**config.mk**
```make
export PLATFORM = sky130hd
export DESIGN_NAME = burst_sram_port_control
export DESIGN_NICKNAME = d
export VERILOG_FILES = /design/src/burst_sram_pkg.sv /design/src/burst_counter.sv /design/src/burst_sram_port_control.sv
export VERILOG_INCLUDE_DIRS = /design/src
export SDC_FILE = /design/constraint.sdc
export NUM_CORES = 1
export LEC_CHECK = 0
export BUFFER_PORTS_ARGS = -buffer_cell sky130_fd_sc_hd__buf_2
export CAP_MARGIN = 40
export CORE_UTILIZATION = 40
export CTS_BUF_LIST = sky130_fd_sc_hd__clkbuf_8 sky130_fd_sc_hd__clkbuf_16
export CTS_CLUSTER_SIZE = 25
export DETAILED_ROUTE_END_ITERATION = 6
export PLACE_DENSITY_LB_ADDON = 0.25
export SETUP_SLACK_MARGIN = 0.15
export SYNTH_ARGS = -nofsm -noshare
export SYNTH_HDL_FRONTEND = slang
export SYNTH_HIERARCHICAL = 1
export SYNTH_SLANG_ARGS = --single-unit
```
**constraint.sdc**
```tcl
create_clock -name clk -period 2.17 [get_ports clk]
set_clock_uncertainty 0.05 [all_clocks]
set_input_delay 0.651 -clock clk [delete_from_list [all_inputs] [get_ports clk]]
set_output_delay 0.651 -clock clk [all_outputs]
set_load 0.05 [all_outputs]
```
**src/burst_sram_consts.svh**
```systemverilog
// constants for the burst sram port control block
// assumes a 36-bit word of four 9-bit lanes and a 19-bit word address
`ifndef BURST_SRAM_CONSTS_SVH
`define BURST_SRAM_CONSTS_SVH

`define ADDR_W 19
`define ADDR_UPPER_W 17
`define LANES 4
`define LANE_DATA_W 8
`define DATA_W 32
`define WORD_W 36
`define BURST_W 2
`define BURST_STEP 2'h1
`define BURST_ZERO 2'h0
`define ADDR_RESET 19'h00000
`define ADDR_UPPER_RESET 17'h00000
`define WORD_RESET 36'h000000000
`define LANE_NONE 4'h0
`define LANE_ALL 4'hf

`endif

```
**src/burst_sram_pkg.sv**
```systemverilog
// types shared by the burst sram port control files
// assumes burst_sram_consts.svh is on the include path
`include "burst_sram_consts.svh"

package burst_sram_pkg;

    typedef logic [`LANES-1:0] lane_mask_t;
    typedef logic [`BURST_W-1:0] burst_t;
    typedef logic [`ADDR_W-1:0] word_addr_t;
    typedef logic [`WORD_W-1:0] word_t;

    // selection phase of the port
    typedef enum logic [1:0] {
        ST_DESEL = 2'b00,
        ST_LEAD = 2'b01,
        ST_ACTIVE = 2'b10
    } access_state_t;

endpackage : burst_sram_pkg

```
**src/burst_counter.sv**
```systemverilog
// two-bit burst counter with linear and interleaved order
// assumes load and advance are already qualified by the caller
`timescale 1ns/1ps
`include "burst_sram_consts.svh"

module burst_counter (
    input wire logic clk,
    input wire logic resetn,
    input wire logic load,
    input wire burst_sram_pkg::burst_t load_val,
    input wire logic advance,
    input wire logic interleaved,
    output burst_sram_pkg::burst_t low_next
);
    import burst_sram_pkg::*;

    burst_t base_reg;
    burst_t base_next;
    burst_t step_reg;
    burst_t step_next;

    // ------------------------------------------------------------
    // next base and step
    // ------------------------------------------------------------
    always_comb begin
        base_next = base_reg;
        step_next = step_reg;
        if (load) begin
            base_next = load_val;
            step_next = `BURST_ZERO;
        end else if (advance) begin
            step_next = burst_t'(step_reg + `BURST_STEP);
        end
    end

    // low address bits in the selected order
    always_comb begin
        if (interleaved) begin
            low_next = base_next ^ step_next;
        end else begin
            low_next = burst_t'(base_next + step_next);
        end
    end

    // ------------------------------------------------------------
    // registers
    // ------------------------------------------------------------
    always_ff @(posedge clk or negedge resetn) begin
        if (!resetn) begin
            base_reg <= `BURST_ZERO;
            step_reg <= `BURST_ZERO;
        end else begin
            base_reg <= base_next;
            step_reg <= step_next;
        end
    end

endmodule : burst_counter

```
**src/burst_sram_port_control.sv**
```systemverilog
// control side of a flow-through synchronous burst sram port
// assumes an external array that writes on mem_byte_we at the clock edge
// and reads mem_addr combinationally back on mem_rdata
`timescale 1ns/1ps
`include "burst_sram_consts.svh"

// Notes on behaviour
// - all synchronous inputs registered each rising edge
// - load address on strobe with chip selected
// - low two address bits load burst counter
// - advance low steps the burst counter
// - lane write needs lane select and gate
// - global write writes all lanes
// - selected when cs1 low, cs2 high, cs3 low
// - processor strobe ignored while cs1 high
// - chip selects only evaluated at address load
// - output enable asynchronously sets data direction
// - first read clock after deselect stays undriven
// - both strobes low: processor strobe wins
// - order pin low linear, high interleaved
// - pins float during write data and deselect
// - read data from address of previous edge
module burst_sram_port_control (
    input wire logic clk,
    input wire logic resetn,
    input wire logic [`ADDR_UPPER_W-1:0] addr_upper,
    input wire logic addr_bit_one,
    input wire logic addr_bit_zero,
    input wire logic chip_sel_primary_n,
    input wire logic chip_sel_secondary,
    input wire logic chip_sel_third_n,
    input wire logic processor_addr_strobe_n,
    input wire logic controller_addr_strobe_n,
    input wire logic burst_advance_n,
    input wire logic byte_write_select_lane0_n,
    input wire logic byte_write_select_lane1_n,
    input wire logic byte_write_select_lane2_n,
    input wire logic byte_write_select_lane3_n,
    input wire logic byte_write_gate_n,
    input wire logic global_write_n,
    input wire logic output_enable_n,
    input wire logic burst_order_interleaved,
    input wire logic [`DATA_W-1:0] dq_in,
    output logic [`DATA_W-1:0] dq_out,
    output logic dq_oe,
    input wire logic [`LANES-1:0] parity_io_in,
    output logic [`LANES-1:0] parity_io_out,
    output logic parity_io_oe,
    output burst_sram_pkg::word_addr_t mem_addr,
    output burst_sram_pkg::lane_mask_t mem_byte_we,
    output burst_sram_pkg::word_t mem_wdata,
    input wire burst_sram_pkg::word_t mem_rdata,
    output logic selected
);
    import burst_sram_pkg::*;

    // ------------------------------------------------------------
    // declarations
    // ------------------------------------------------------------
    access_state_t state_reg;
    access_state_t state_next;
    word_addr_t addr_reg;
    word_addr_t addr_next;
    lane_mask_t we_reg;
    lane_mask_t we_next;
    word_t wdata_reg;
    word_t wdata_next;
    logic drive_reg;
    logic drive_next;
    logic [`ADDR_UPPER_W-1:0] upper_reg;
    logic [`ADDR_UPPER_W-1:0] upper_next;
    logic sel_reg;
    logic sel_next;

    logic chip_ok;
    logic proc_start;
    logic ctrl_start;
    logic load;
    logic load_sel;
    logic advance;
    logic write_any;
    logic write_cycle;
    lane_mask_t lane_sel_n;
    lane_mask_t lane_we;
    burst_t low_next;
    burst_t low_load;

    // ------------------------------------------------------------
    // sampled strobe decode
    // ------------------------------------------------------------
    // all three selects must be active at the same edge
    assign chip_ok = !chip_sel_primary_n && chip_sel_secondary && !chip_sel_third_n;

    // processor strobe only counts with cs1 low
    assign proc_start = !processor_addr_strobe_n && !chip_sel_primary_n;

    // controller strobe only acts when processor strobe does not
    assign ctrl_start = !controller_addr_strobe_n && !proc_start;

    // any recognised strobe ends the current burst; an address loads only with chip_ok
    assign load = proc_start || ctrl_start;

    // selection is decided only on a load edge
    assign load_sel = load && chip_ok;

    // advance only moves an established, selected burst
    assign advance = !load && !burst_advance_n && (state_reg != ST_DESEL);

    assign low_load = {addr_bit_one, addr_bit_zero};

    // ------------------------------------------------------------
    // burst counter
    // ------------------------------------------------------------
    burst_counter u_burst_counter (
        .clk(clk),
        .resetn(resetn),
        .load(load_sel),
        .load_val(low_load),
        .advance(advance),
        .interleaved(burst_order_interleaved),
        .low_next(low_next)
    );

    // ------------------------------------------------------------
    // lane write enables
    // ------------------------------------------------------------
    assign lane_sel_n = {byte_write_select_lane3_n, byte_write_select_lane2_n,
                         byte_write_select_lane1_n, byte_write_select_lane0_n};

    // per lane: global write wins, else lane select qualified by gate
    genvar lane;
    generate
        for (lane = 0; lane < `LANES; lane = lane + 1) begin : g_lane
            assign lane_we[lane] = !global_write_n
                                   || (!byte_write_gate_n && !lane_sel_n[lane]);
        end
    endgenerate

    assign write_any = |lane_we;

    // ------------------------------------------------------------
    // selection state
    // ------------------------------------------------------------
    // lead phase marks the first clock after leaving deselect
    always_comb begin
        state_next = state_reg;
        if (load) begin
            if (!chip_ok) begin
                state_next = ST_DESEL;
            end else if (state_reg == ST_DESEL) begin
                state_next = ST_LEAD;
            end else begin
                state_next = ST_ACTIVE;
            end
        end else begin
            case (state_reg)
                ST_DESEL: state_next = ST_DESEL;
                ST_LEAD: state_next = ST_ACTIVE;
                ST_ACTIVE: state_next = ST_ACTIVE;
                default: state_next = ST_DESEL;
            endcase
        end
    end

    // register the selection phase
    always_ff @(posedge clk or negedge resetn) begin
        if (!resetn) begin
            state_reg <= ST_DESEL;
        end else begin
            state_reg <= state_next;
        end
    end

    // ------------------------------------------------------------
    // selected flag
    // ------------------------------------------------------------
    // selected pin comes from its own flop, not a state decode
    always_comb begin
        sel_next = (state_next != ST_DESEL);
    end

    // register the selected flag
    always_ff @(posedge clk or negedge resetn) begin
        if (!resetn) begin
            sel_reg <= 1'b0;
        end else begin
            sel_reg <= sel_next;
        end
    end

    // ------------------------------------------------------------
    // address capture
    // ------------------------------------------------------------
    // write data cycle: selected, not a processor strobe edge, a lane enabled
    assign write_cycle = (state_next != ST_DESEL) && !proc_start && write_any;

    // upper address only moves on a selecting load
    always_comb begin
        upper_next = upper_reg;
        if (load_sel) begin
            upper_next = addr_upper;
        end
    end

    // register the upper address
    always_ff @(posedge clk or negedge resetn) begin
        if (!resetn) begin
            upper_reg <= `ADDR_UPPER_RESET;
        end else begin
            upper_reg <= upper_next;
        end
    end

    // word address follows the burst counter while selected
    always_comb begin
        addr_next = addr_reg;
        if (state_next != ST_DESEL) begin
            addr_next = {upper_next, low_next};
        end
    end

    // register the word address
    always_ff @(posedge clk or negedge resetn) begin
        if (!resetn) begin
            addr_reg <= `ADDR_RESET;
        end else begin
            addr_reg <= addr_next;
        end
    end

    // ------------------------------------------------------------
    // write capture
    // ------------------------------------------------------------
    // processor strobe edges are read starts; writes come later
    always_comb begin
        we_next = `LANE_NONE;
        if (state_next != ST_DESEL && !proc_start) begin
            we_next = lane_we;
        end
    end

    // register the lane enables, one cycle per write edge
    always_ff @(posedge clk or negedge resetn) begin
        if (!resetn) begin
            we_reg <= `LANE_NONE;
        end else begin
            we_reg <= we_next;
        end
    end

    // write word held until the next accepted write edge
    always_comb begin
        wdata_next = wdata_reg;
        if (write_cycle) begin
            wdata_next = {parity_io_in, dq_in};
        end
    end

    // register the write word
    always_ff @(posedge clk or negedge resetn) begin
        if (!resetn) begin
            wdata_reg <= `WORD_RESET;
        end else begin
            wdata_reg <= wdata_next;
        end
    end

    // ------------------------------------------------------------
    // read drive qualification
    // ------------------------------------------------------------
    // drive only in a selected read past the lead clock
    always_comb begin
        drive_next = 1'b0;
        if (state_next == ST_ACTIVE) begin
            drive_next = !(!proc_start && write_any);
        end
    end

    // register the read drive qualifier
    always_ff @(posedge clk or negedge resetn) begin
        if (!resetn) begin
            drive_reg <= 1'b0;
        end else begin
            drive_reg <= drive_next;
        end
    end

    // ------------------------------------------------------------
    // outputs
    // ------------------------------------------------------------
    // enable joins the registered phase with the async oe pin
    assign dq_oe = drive_reg && !output_enable_n;
    assign parity_io_oe = drive_reg && !output_enable_n;

    // flow-through: array output at the registered address
    assign dq_out = mem_rdata[`DATA_W-1:0];
    assign parity_io_out = mem_rdata[`WORD_W-1:`DATA_W];

    assign mem_addr = addr_reg;
    assign mem_byte_we = we_reg;
    assign mem_wdata = wdata_reg;
    assign selected = sel_reg;

endmodule : burst_sram_port_control

```
## Yosys cells after proc, flatten, opt, wreduce, memory -nomap -nowiden

Cells that the tools add are included.

- Flip-flop bits (word level): 84
- Logic and storage cells: 66
- ROM bits: 0
- Latch bits: 0
- Output and inout bits: 98
- Memories kept: 0
- Input bits: 107
- Memory bits (writable): 0

- Add/sub/neg operators: 2
- Shift operators: 0
- Magnitude comparators: 0
- Div/mod/pow operators: 0
- Eq/ne operators: 3
- Bitwise operators: 1
- Multipliers: 0
- Reductions and logical operators: 40
- Multiplexer cells: 11

Operator list:

| kind | number |
|---|---|
| $mux W17 | 1 |
| $mux W2 | 8 |
| $logic_and A1 B1 Y1 | 15 |
| $logic_not A1 Y1 | 15 |
| $logic_or A1 B1 Y1 | 5 |
| $eq A2 B2 Y1 const B | 2 |
| $mux W4 | 1 |
| $reduce_bool A2 Y1 | 2 |
| $reduce_or A4 Y1 | 1 |
| $add A2 B1 Y2 const B | 1 |
| $add A2 B2 Y2 | 1 |
| $eq A2 B1 Y1 const B | 1 |
| $logic_not A2 Y1 | 1 |
| $reduce_or A2 Y1 | 1 |
| $xor A2 B2 Y2 | 1 |
| $mux W1 | 1 |

## Longest topological paths before layout

Gate-level depths: netlist of the first run.

- Word-level depth: 12
- Depth in mapped cells: 10
- Depth with buffers taken out: 10

## Modules after synthesis

Netlist of the first run, hierarchy kept.

By module, submodules not included:

| module | seq. area each (um2) | area an instance (um2) | times used | cells each |
|---|---|---|---|---|
| burst_sram_port_control | 2001.9 | 3469.6 | 1 | 224 |
| burst_counter | 100.1 | 209.0 | 1 | 16 |

## Worst setup path before layout of the first run

OpenSTA, ideal clock, no wires.

- Path type: input to register
- Start: in chip_sel_primary_n
- End: reg addr_reg[1], in the netlist mem_addr[1]
- Library setup time: 0.125 ns
- Arrival time: 2.664 ns
- Stages: 10
- Path buffers: 1
- Path slack: -0.669 ns
- Data required time: 1.995 ns
- Cell sequence: or3b_4 > a21o_1 > buf_6 > inv_1 > mux2_2 > ha_1 > nor2b_1 > xnor2_2 > xnor2_1 > mux2_2

- Elaborated cells on any way between the ends: 20
- Those cells by class: add/sub (1); mux (6); bitwise (1); reduce/logical (12)

RTL lines:

| element | line | source |
|---|---|---|
| start: declaration | burst_sram_port_control.sv:29 | `input wire logic chip_sel_primary_n,` |
| $logic_not A1 Y1 (*) | burst_sram_port_control.sv:92, burst_sram_port_control.sv:95 |  |
| $logic_and A1 B1 Y1 | burst_sram_port_control.sv:95 | `assign proc_start = !processor_addr_strobe_n && !chip_sel_primary_n;` |
| $logic_not A1 Y1 | burst_sram_port_control.sv:98 | `assign ctrl_start = !controller_addr_strobe_n && !proc_start;` |
| $logic_and A1 B1 Y1 | burst_sram_port_control.sv:98 |  |
| $logic_or A1 B1 Y1 | burst_sram_port_control.sv:101 | `assign load = proc_start \|\| ctrl_start;` |
| $logic_and A1 B1 Y1 (*) | burst_sram_port_control.sv:104 | `assign load_sel = load && chip_ok;` |
| via load_sel | burst_sram_port_control.sv:79 | `logic load_sel;` |
| $mux W2 (*) | burst_counter.sv:28 | `if (load) begin` |
| via u_burst_counter.base_next[0] | burst_counter.sv:18 | `burst_t base_next;` |
| $add A2 B2 Y2 (*) | burst_counter.sv:41 | `low_next = burst_t'(base_next + step_next);` |
| $mux W2 (*) | burst_counter.sv:38 | `if (interleaved) begin` |
| via low_next[1] | burst_sram_port_control.sv:85 | `burst_t low_next;` |
| end signal: assignment | burst_sram_port_control.sv:225 | `` addr_reg <= `ADDR_RESET; `` |
| end signal: assignment | burst_sram_port_control.sv:227 | `addr_reg <= addr_next;` |
| end: declaration | burst_sram_port_control.sv:62 | `word_addr_t addr_reg;` |

Mark *: on every way through the listed nets, which the timed path passes. The rest lies on a longest branch.
A chain may end at the register's enable or synchronous reset.

## Final worst setup path of the first run

- Start: in chip_sel_third_n
- End: reg addr_reg[1], in the netlist mem_addr[1]

- Longest elaborated chain between the ends: 6
- Elaborated cells on any way between the ends: 11
- Those cells by class: add/sub (1); mux (5); bitwise (1); reduce/logical (4)

RTL lines:

| element | line | source |
|---|---|---|
| start: declaration | burst_sram_port_control.sv:31 | `input wire logic chip_sel_third_n,` |
| $logic_not A1 Y1 | burst_sram_port_control.sv:92 | `assign chip_ok = !chip_sel_primary_n && chip_sel_secondary && !chip_sel_third_n;` |
| $logic_and A1 B1 Y1 | burst_sram_port_control.sv:92 |  |
| $logic_and A1 B1 Y1 | burst_sram_port_control.sv:104 |  |
| via load_sel | burst_sram_port_control.sv:79 |  |
| $mux W2 | burst_counter.sv:28 |  |
| via u_burst_counter.base_next[0] | burst_counter.sv:18 |  |
| $add A2 B2 Y2 | burst_counter.sv:41 |  |
| $mux W2 | burst_counter.sv:38 |  |
| via low_next[1] | burst_sram_port_control.sv:85 |  |

The timed path passes the listed nets, and every way through them passes these cells.

==> results of run 1 <==
-- routing by layer --
metal / global-route usage [%] / vias to the layer above / wire length, um
li1: - / 1012 / -
met1: 19.1 / 1035 / 3020
met2: 23.7 / 109 / 3150
met3: 4.15 / 30 / 567
met4: 6.76 / 0 / 141
met5: 0 / - / 0
-- through the flow --
step	setup TNS (ns)	power [mW]	std cells	hold slack, ns
finish	-0.115	6.25	468	0.137
floorplan	-0.787	4.69	240	0.305
detailed placement	-5.23	5.22	452	0.428
global route	-0.149	6.55	468	0.133
CTS	-0.103	6.33	468	0.129
global placement	-4.70	5.17	452	0.426
-- cells in the final DEF, fill, tap and decap left out, types with 2 or more instances in the layout --
cell        count
and2_1          6
buf_2         129
o21ai_0         7
buf_6           2
mux2_2         36
nor2b_4         2
inv_1           4
xnor2_1         2
clkbuf_8        9
nand2_2         2
clkinvlp_4      3
buf_12          3
buf_4          15
dfrtp_1        84
mux2_4         38
-- final cells by class --
cell class	instances	area, um^2
clock buffer	9	124
clock inverter	7	68.8
fill	765	4280
inverter	3	13.8
multi-input combinational	108	1250
sequential	84	2100
tap	108	135
timing repair buffer	149	841
-- critical path: stages --
cell     delay [ns]
buf_6          0.09
or3b_4         0.39
a21o_1         0.20
inv_4          0.06
mux2_4         0.31
ha_4           0.15
nor2b_4        0.12
xnor2_2        0.13
xnor2_1        0.12
mux2_4         0.25
-- worst max path at each step --
stage,start,to,slack (ns),cells after the start
after floorplan,chip_sel_third_n,mem_addr[1],-0.51,10
after global placement,chip_sel_third_n,mem_addr[1],-0.47,10
after detailed placement,chip_sel_third_n,mem_addr[1],-0.49,10
after CTS,chip_sel_third_n,mem_addr[1],-0.10,10
after global routing,chip_sel_third_n,mem_addr[1],-0.15,10
final,chip_sel_third_n,mem_addr[1],-0.12,10
-- kinds of logic after synthesis --
| kind of cell | Yosys count | share of synthesized area (%) |
|---|---|---|
| AO/OA/AOI/OAI | 13 | 2.28 |
| multiplexers | 74 | 26.2 |
| XOR/XNOR | 3 | 0.919 |
| adder cells (fa/ha/maj) | 2 | 0.680 |
| buffers and inverters | 48 | 10.1 |
| AND/OR/NAND/NOR | 16 | 2.65 |
| flip-flops | 84 | 57.1 |
-- where the power goes --
| part | total (mW) | switching (mW) | internal (mW) |
|---|---|---|---|
| sequential | 2.30 | 0.231 | 2.07 |
| combinational | 2.87 | 1.96 | 0.901 |
| clock | 1.09 | 0.561 | 0.528 |
| total | 6.25 | 2.76 | 3.50 |
==> results.ini, run 1 <==
[outcome]
status = finished with violations
violations = design-rule violations, negative setup slack

[routing]
wirelength_um = 6880
ant_nets = 0
vias = 2186
viasPerCell = 4.67
drt_iter0_markers = 56
wl_per_cell_um = 14.7
drc = 20
dr.pass1.iters = 6

[synthesis]
synth_ff_type = dfrtp_1
syn_area_per_cell_um2 = 15.3
netlist_top_cells_count = dfrtp_1 (84), mux2_2 (39), buf_4 (37)
syn-instance-count = 240
synth_area_um2 = 3680
yosys.area.top_type_share_pct = 57.1
ys_async_sr_fraction_pct = 100
ys_top_cells_by_area = dfrtp_1 (57%), mux2_4 (14%), mux2_2 (12%)
synth-seq-cells = 84
synth_top_cell_by_area = dfrtp_1
yosysUniqueCellTypes = 26
synth_nets = 349
yosysMostFrequentCell = dfrtp_1
ys_seq_area_share_pct = 57.1
yosys_warnings = 6
synth_edf_count = 0

[sta]
fin_crit_ns = 2.29
fmaxAchievable_mhz = 438
slew_violations = 0
tightest_slew_ns = 0.379
finalHoldViolCount = 0
rsz0062_at_grt = yes
finalSetupViolations = 1
fin_ws_ns = -0.115
finalCritPeriodShare_pct = 105
worst_slew_margin_rel_pct = 74.7

[clock_tree]
cts_made_buffers = 9
clk_pin_slew_ns = 0.09
root_buffer = clkbuf_8
cts_tree = done
htree_levels = 3
ctsHoldBuffers = 0
cts_sinks = 84
cts_buffer_depth = 2
post_cts.repair.setup_buffers = 0
cts-resized-gates = 2
clk_latency_ns = 0.34

[global_routing]
grt_pass1_wl_um = 11300
grt_max_degree = 37
overflow = 0
first_global_vias = 2278
track_usage_pct = 15.0
antenna_found_initial = 0

[hold_path]
hp-class = input pin to asynchronous set/reset pin

[floorplanning]
die_width_um = 97.9
initial_core_util_pct = 41.8
num_rows = 34
die-area_um2 = 9580
boundaryPins = 205
die_h_um = 97.9
core_um2 = 8810

[finish]
fin_util_pct = 51.4
drive_gt1_share_pct = 68.6
largest_reg_flops = 36
diodes = 0
fin_nets = 464
synthToLayoutAreaGrowth_pct = 23.2
final_area_um2 = 4530

[placed_design]
place_hpwl_um = 5030
io_buffers = 132
place_ws_ns = -0.489
placed_cell_area_um2 = 4330
place_congestion = 0.691

[setup_path]
required_ns = 2.36
worstReg2RegStart = state_reg[0]
reg2reg_to = mem_addr[1]
start_kind = input pin
ff2ff_path_depth = 11
worstPathArrival_ns = 2.47
reg2reg_slack_ns = 0.04
crit_fanout = 2
end_kind = register
path_class = input pin to register

[power_and_ir_drop]
max-vdd-ir-drop_uv = 629
p_per_area_nw_per_um2 = 1380
leakage_nw = 2.34

[job]
cap_violations = 0

Note: power is estimated with default switching activity, not from simulation.
==> run 2, diff against run 1 <==
--- a/config.mk
+++ b/config.mk
@@ -8,10 +8,9 @@
 export LEC_CHECK = 0
 export BUFFER_PORTS_ARGS = -buffer_cell sky130_fd_sc_hd__buf_2
-export CAP_MARGIN = 40
 export CORE_UTILIZATION = 40
 export CTS_BUF_LIST = sky130_fd_sc_hd__clkbuf_8 sky130_fd_sc_hd__clkbuf_16
 export CTS_CLUSTER_SIZE = 25
 export DETAILED_ROUTE_END_ITERATION = 6
-export PLACE_DENSITY_LB_ADDON = 0.25
+export PLACE_DENSITY_LB_ADDON = 0.2
 export SETUP_SLACK_MARGIN = 0.15
 export SYNTH_ARGS = -nofsm -noshare
--- a/constraint.sdc
+++ b/constraint.sdc
@@ -3,3 +3,3 @@
 set_input_delay 0.651 -clock clk [delete_from_list [all_inputs] [get_ports clk]]
 set_output_delay 0.651 -clock clk [all_outputs]
-set_load 0.05 [all_outputs]
+set_load 0.1 [all_outputs]
==> run 2 against run 1 <==
  * The run still ends with design-rule violations, negative setup slack left
  * Core utilization up 0.071 points
  * Clock-buffer cell count up 1
  * Wire length down 6.0%
  * Final area up 0.14%
  * Global-route usage down 0.52 points
  * Critical path type unchanged
  * Highest routed layer unchanged
==> results.ini, run 2 (synthesis gave the netlist of run 1 again) <==
[sta]
finalSetupViolations = 1  ; unchanged
fin_hold_ws_ns = 0.265  ; +0.128 ns
tightest_slew_ns = 0.511  ; +0.131 ns
worst_slew_margin_rel_pct = 66.2  ; -8.5 points
fin_ws_ns = -0.107  ; +0.00800 ns
fmaxAchievable_mhz = 439  ; +0.35%
setup_tns_ns = -0.107  ; +0.00800 ns
slew_violations = 0  ; unchanged
finalCritPeriodShare_pct = 105  ; -0.37 points
finalHoldViolCount = 0  ; unchanged
fin_crit_ns = 2.28  ; -0.00800 ns
rsz0062_at_grt = yes

[floorplanning]
initial_core_util_pct = 41.8  ; unchanged
core_um2 = 8810  ; unchanged
boundaryPins = 205  ; unchanged
die_width_um = 97.9  ; unchanged
num_rows = 34  ; unchanged
die_h_um = 97.9  ; unchanged
die-area_um2 = 9580  ; unchanged

[setup_path]
worstReg2RegStart = state_reg[0]
start_kind = input pin
path_class = input pin to register
end_kind = register
reg2reg_slack_ns = 0.05  ; about the same
cpPeakStageDelay_ns = 0.38  ; about the same
ff2ff_path_depth = 10  ; -1
worstPathBufferInverterCount = 2  ; unchanged
required_ns = 2.35  ; about the same
reg2reg_to = mem_addr[1]
cpLargestDelayFamily = multiplexers
cp_common_cell = mux2_4
crit_fanout = 2  ; unchanged
worstPathArrival_ns = 2.45  ; -0.02 ns
worstPathCellList = buf_6 > or3b_4 > a21o_1 > inv_4 > mux2_4 > ha_4 > nor2b_4 > xnor2_2 > xnor2_1 > mux2_4
slowest_stage = or3b_4

[routing]
drt_iter0_markers = 50  ; -11%
wl_per_cell_um = 13.9  ; -5.2%
viasPerCell = 4.69  ; +0.49%
drc = 17  ; -15%
wirelength_um = 6470  ; -6.0%
dr.pass1.iters = 6  ; unchanged
vias = 2178  ; -0.37%
ant_nets = 0  ; unchanged

[finish]
multi_input_area_um2 = 1240  ; -0.30%
final_area_um2 = 4540  ; +0.14%
regArea_um2 = 2100  ; unchanged
synthToLayoutAreaGrowth_pct = 23.3
fillerInstances = 766  ; +0.13%
drive_gt1_share_pct = 68.5  ; -0.072 points
layout_commonest_cell = buf_2
diodes = 0  ; unchanged
largest_reg_flops = 36  ; unchanged
final_cell_mix = buf_2 (127), dfrtp_1 (84), mux2_4 (37), mux2_2 (37), buf_4 (11)
fin_nets = 460  ; -0.86%

[placed_design]
io_buffers = 132  ; unchanged
place_congestion = 0.745  ; +7.8%
place_hpwl_um = 4550  ; -9.5%
placed_cell_area_um2 = 4320  ; about the same

[clock_tree]
cts_made_buffers = 9  ; unchanged
clk_latency_ns = 0.34  ; about the same
root_buffer = clkbuf_8
cts_buffer_depth = 2  ; unchanged
clk_pin_slew_ns = 0.09  ; about the same
cts_sinks = 84  ; unchanged
ctsHoldBuffers = 0  ; unchanged
cts_tree = done
htree_levels = 3  ; unchanged

[global_routing]
grt_pass1_wl_um = 10900  ; -3.6%
antenna_found_initial = 0  ; unchanged
grt_max_degree = 85  ; +130%
track_usage_pct = 14.4  ; -0.52 points
first_global_vias = 2270  ; -0.35%
overflow = 0  ; unchanged

[outcome]
status = finished with violations
violations = design-rule violations, negative setup slack

[job]
cap_violations = 0  ; unchanged

[hold_path]
hp-class = input pin to asynchronous set/reset pin

-- run 2: worst max path at each step --
| stage | startpoint | end | slack [ns] | cells after the start |
|---|---|---|---|---|
| floorplan | chip_sel_third_n | mem_addr[1] | -0.51 | 10 |
| global placement | chip_sel_third_n | mem_addr[1] | -0.46 | 10 |
| detailed placement | chip_sel_third_n | mem_addr[1] | -0.48 | 10 |
| CTS | chip_sel_primary_n | mem_addr[1] | -0.11 | 10 |
| global route | chip_sel_third_n | mem_addr[1] | -0.14 | 10 |
| finish | chip_sel_third_n | mem_addr[1] | -0.11 | 10 |
-- run 2: metal layers --
layer / global-route usage [%] / wire length, um / share of wire, %
met4: 6.76 / 97 / 1.5
met3: 5.58 / 626 / 9.7
met1: 18.1 / 2810 / 43
met2: 22.0 / 2930 / 45
met5: 0 / 0 / 0
-- run 2: stage by stage --
stage / std cells / util, % / setup WS (ns)
2_1_floorplan: 240 / - / -0.510
3_3_place_gp: 448 / 49.1 / -0.465
3_5_place_dp: 448 / 49.1 / -0.485
4_1_cts: 464 / 51.4 / -0.106
5_1_grt: 464 / 51.5 / -0.138
6_report: 464 / 51.5 / -0.107
-- run 2: area by class of cell --
cell class | instances | share of cell area (%)
Sequential cell | 84 | 46.3
Multi-Input combinational cell | 108 | 27.4
Timing Repair Buffer | 145 | 18.5
Clock buffer | 10 | 3.03
Tap cell | 108 | 2.98
Clock inverter | 6 | 1.43
Inverter | 3 | 0.303
-- run 2: repair_timing --
item	4_1_cts	5_1_grt
setup buffers	0	0
endpoints found under the setup margin	12	19
gates resized for setup	1	1
pin swaps	3	3
Power of run 2 is left out: the tool's default activity adds up to more than one toggle a clock period on the data nets, which glitch-free logic cannot reach.
==> run 3, diff against run 2 <==
- CORE_MARGIN: unset -> 3
==> run 3 against run 2 <==
  * Clock-buffer cell count shrank 1
  * Highest routed layer unchanged
  * Core utilization grew 0.97 points
  * Register-to-register slack is essentially flat
  * Worst hold slack lost 0.13 ns
  * Largest cell class unchanged
  * Maximum frequency shrank 0.20%
  * First-iteration DRC count shrank 60%
  * Non-clock buffer count grew 1
  * The flow finishes with violations (negative setup slack)
==> results.ini, run 3 (synthesis gave the netlist of run 1 again) <==
[setup_path]
path_class = input pin to register
worstPathArrival_ns = 2.45  ; about the same
slowest_stage = or3b_4
end_kind = register
crit_fanout = 2  ; unchanged
worstReg2RegStart = state_reg[0]
required_ns = 2.34  ; about the same
worstPathCellList = buf_6 > or3b_4 > a21o_1 > inv_4 > mux2_4 > ha_4 > nor2b_4 > xnor2_2 > xnor2_1 > mux2_4
critPathLaunch = chip_sel_third_n
cpPeakStageDelay_ns = 0.38  ; about the same
start_kind = input pin
cp_common_cell = mux2_4

[placed_design]
place_congestion = 0.661  ; -11%
io_buffers = 132  ; unchanged
place_hpwl_um = 4920  ; +8.2%

[clock_tree]
cts_buffer_depth = 2  ; unchanged
root_buffer = clkbuf_8
clk_pin_slew_ns = 0.08  ; about the same
cts_made_buffers = 9  ; unchanged
htree_levels = 3  ; unchanged
cts_sinks = 84  ; unchanged
ctsHoldBuffers = 0  ; unchanged
clk_latency_ns = 0.33  ; about the same
cts_tree = done

[finish]
final_cell_mix = buf_2 (128), dfrtp_1 (84), mux2_4 (37), mux2_2 (37), buf_4 (11)
synthToLayoutAreaGrowth_pct = 25.6
fin_util_pct = 52.5  ; +0.97 points
fin_nets = 461  ; +0.22%
drive_gt1_share_pct = 68.7  ; +0.19 points
fillerInstances = 765  ; -0.13%
diodes = 0  ; unchanged
largest_reg_flops = 36  ; unchanged
layout_commonest_cell = buf_2

[floorplanning]
die_h_um = 102  ; +4.1%
die_width_um = 102  ; +4.1%
core_um2 = 8810  ; unchanged
num_rows = 34  ; unchanged
initial_core_util_pct = 41.8  ; unchanged
die-area_um2 = 10400  ; +8.3%
boundaryPins = 205  ; unchanged

[sta]
fin_ws_ns = -0.112  ; -0.00462 ns
finalSetupViolations = 1  ; unchanged
fin_hold_ws_ns = 0.131  ; -0.134 ns
finalCritPeriodShare_pct = 105  ; +0.21 points
fin_crit_ns = 2.28  ; +0.00462 ns
worst_slew_margin_rel_pct = 67.2  ; +0.96 points
fmaxAchievable_mhz = 438  ; -0.20%
finalHoldViolCount = 0  ; unchanged
rsz0062_at_grt = yes
tightest_slew_ns = 0.496  ; -0.0146 ns
slew_violations = 0  ; unchanged

[routing]
dr.pass1.iters = 4  ; -2
drt_iter0_markers = 20  ; -60%
ant_nets = 0  ; unchanged
viasPerCell = 4.66  ; -0.66%
wirelength_um = 6590  ; +1.9%
drc = 0  ; -17
vias = 2159  ; -0.87%
wl_per_cell_um = 14.2  ; +2.2%

[global_routing]
grt_max_degree = 45  ; -47%
track_usage_pct = 12.3  ; -2.2 points
grt_pass1_wl_um = 10000  ; -7.5%
overflow = 0  ; unchanged
first_global_vias = 2201  ; -3.0%
antenna_found_initial = 0  ; unchanged

[outcome]
status = finished with violations
violations = negative setup slack

[hold_path]
hp-class = input pin to asynchronous set/reset pin

[job]
cap_violations = 0  ; unchanged

-- run 3: layout make-up --
cell class,count,area (um^2),area share (%)
Clock buffer,9,124,2.68
Clock inverter,5,150,3.25
Multi-Input combinational cell,108,1240,26.9
Sequential cell,84,2100,45.5
Timing Repair Buffer,146,855,18.5
Inverter,3,13.8,0.298
Tap cell,108,135,2.92
-- run 3: worst paths after layout --
kind	endpoint	slack, ns	cells past startpoint
max	mem_addr[1]	-0.11	10
min	mem_wdata[19]	0.13	1
max reg2reg	mem_addr[1]	0.06	11
min reg2reg	upper_reg[12]	0.45	1
max in group asynchronous	mem_wdata[16]	1.36	2
min in group clk	upper_reg[12]	0.45	1
-- run 3: stage by stage --
stage	area, um^2	setup WS [ns]	TNS [ns]	std cells
after CTS	4620	-0.0928	-0.0928	463
after detailed placement	4340	-0.473	-5.00	449
after global routing	4620	-0.120	-0.120	463
after floorplan	3720	-0.510	-0.868	240
final	4620	-0.112	-0.112	463
after global placement	4340	-0.465	-4.89	449
-- run 3: what timing repair did --
item                                   4_1_cts  5_1_grt
gates resized for setup                      1        0
buffers inserted                             0        0
setup endpoints to repair                   16       16
endpoints found under the hold margin        0        0
-- run 3: worst max-delay path: cells and delay by family --
| family | cells | cell delay (ns) |
|---|---|---|
| mux | 2 | 0.56 |
| simple gates | 2 | 0.50 |
| xor+xnor | 2 | 0.24 |
| compound gates | 1 | 0.20 |
| buf+inv | 2 | 0.15 |
| fa+ha+maj | 1 | 0.15 |
-- run 3: routing by layer --
layer | wire length [um] | GRT usage [%]
met1 | 2740 | 14.5
met2 | 3030 | 19.9
met3 | 707 | 5.19
met4 | 113 | 5.05
met5 | 0 | 0
Power of run 3 is left out for the same reason.
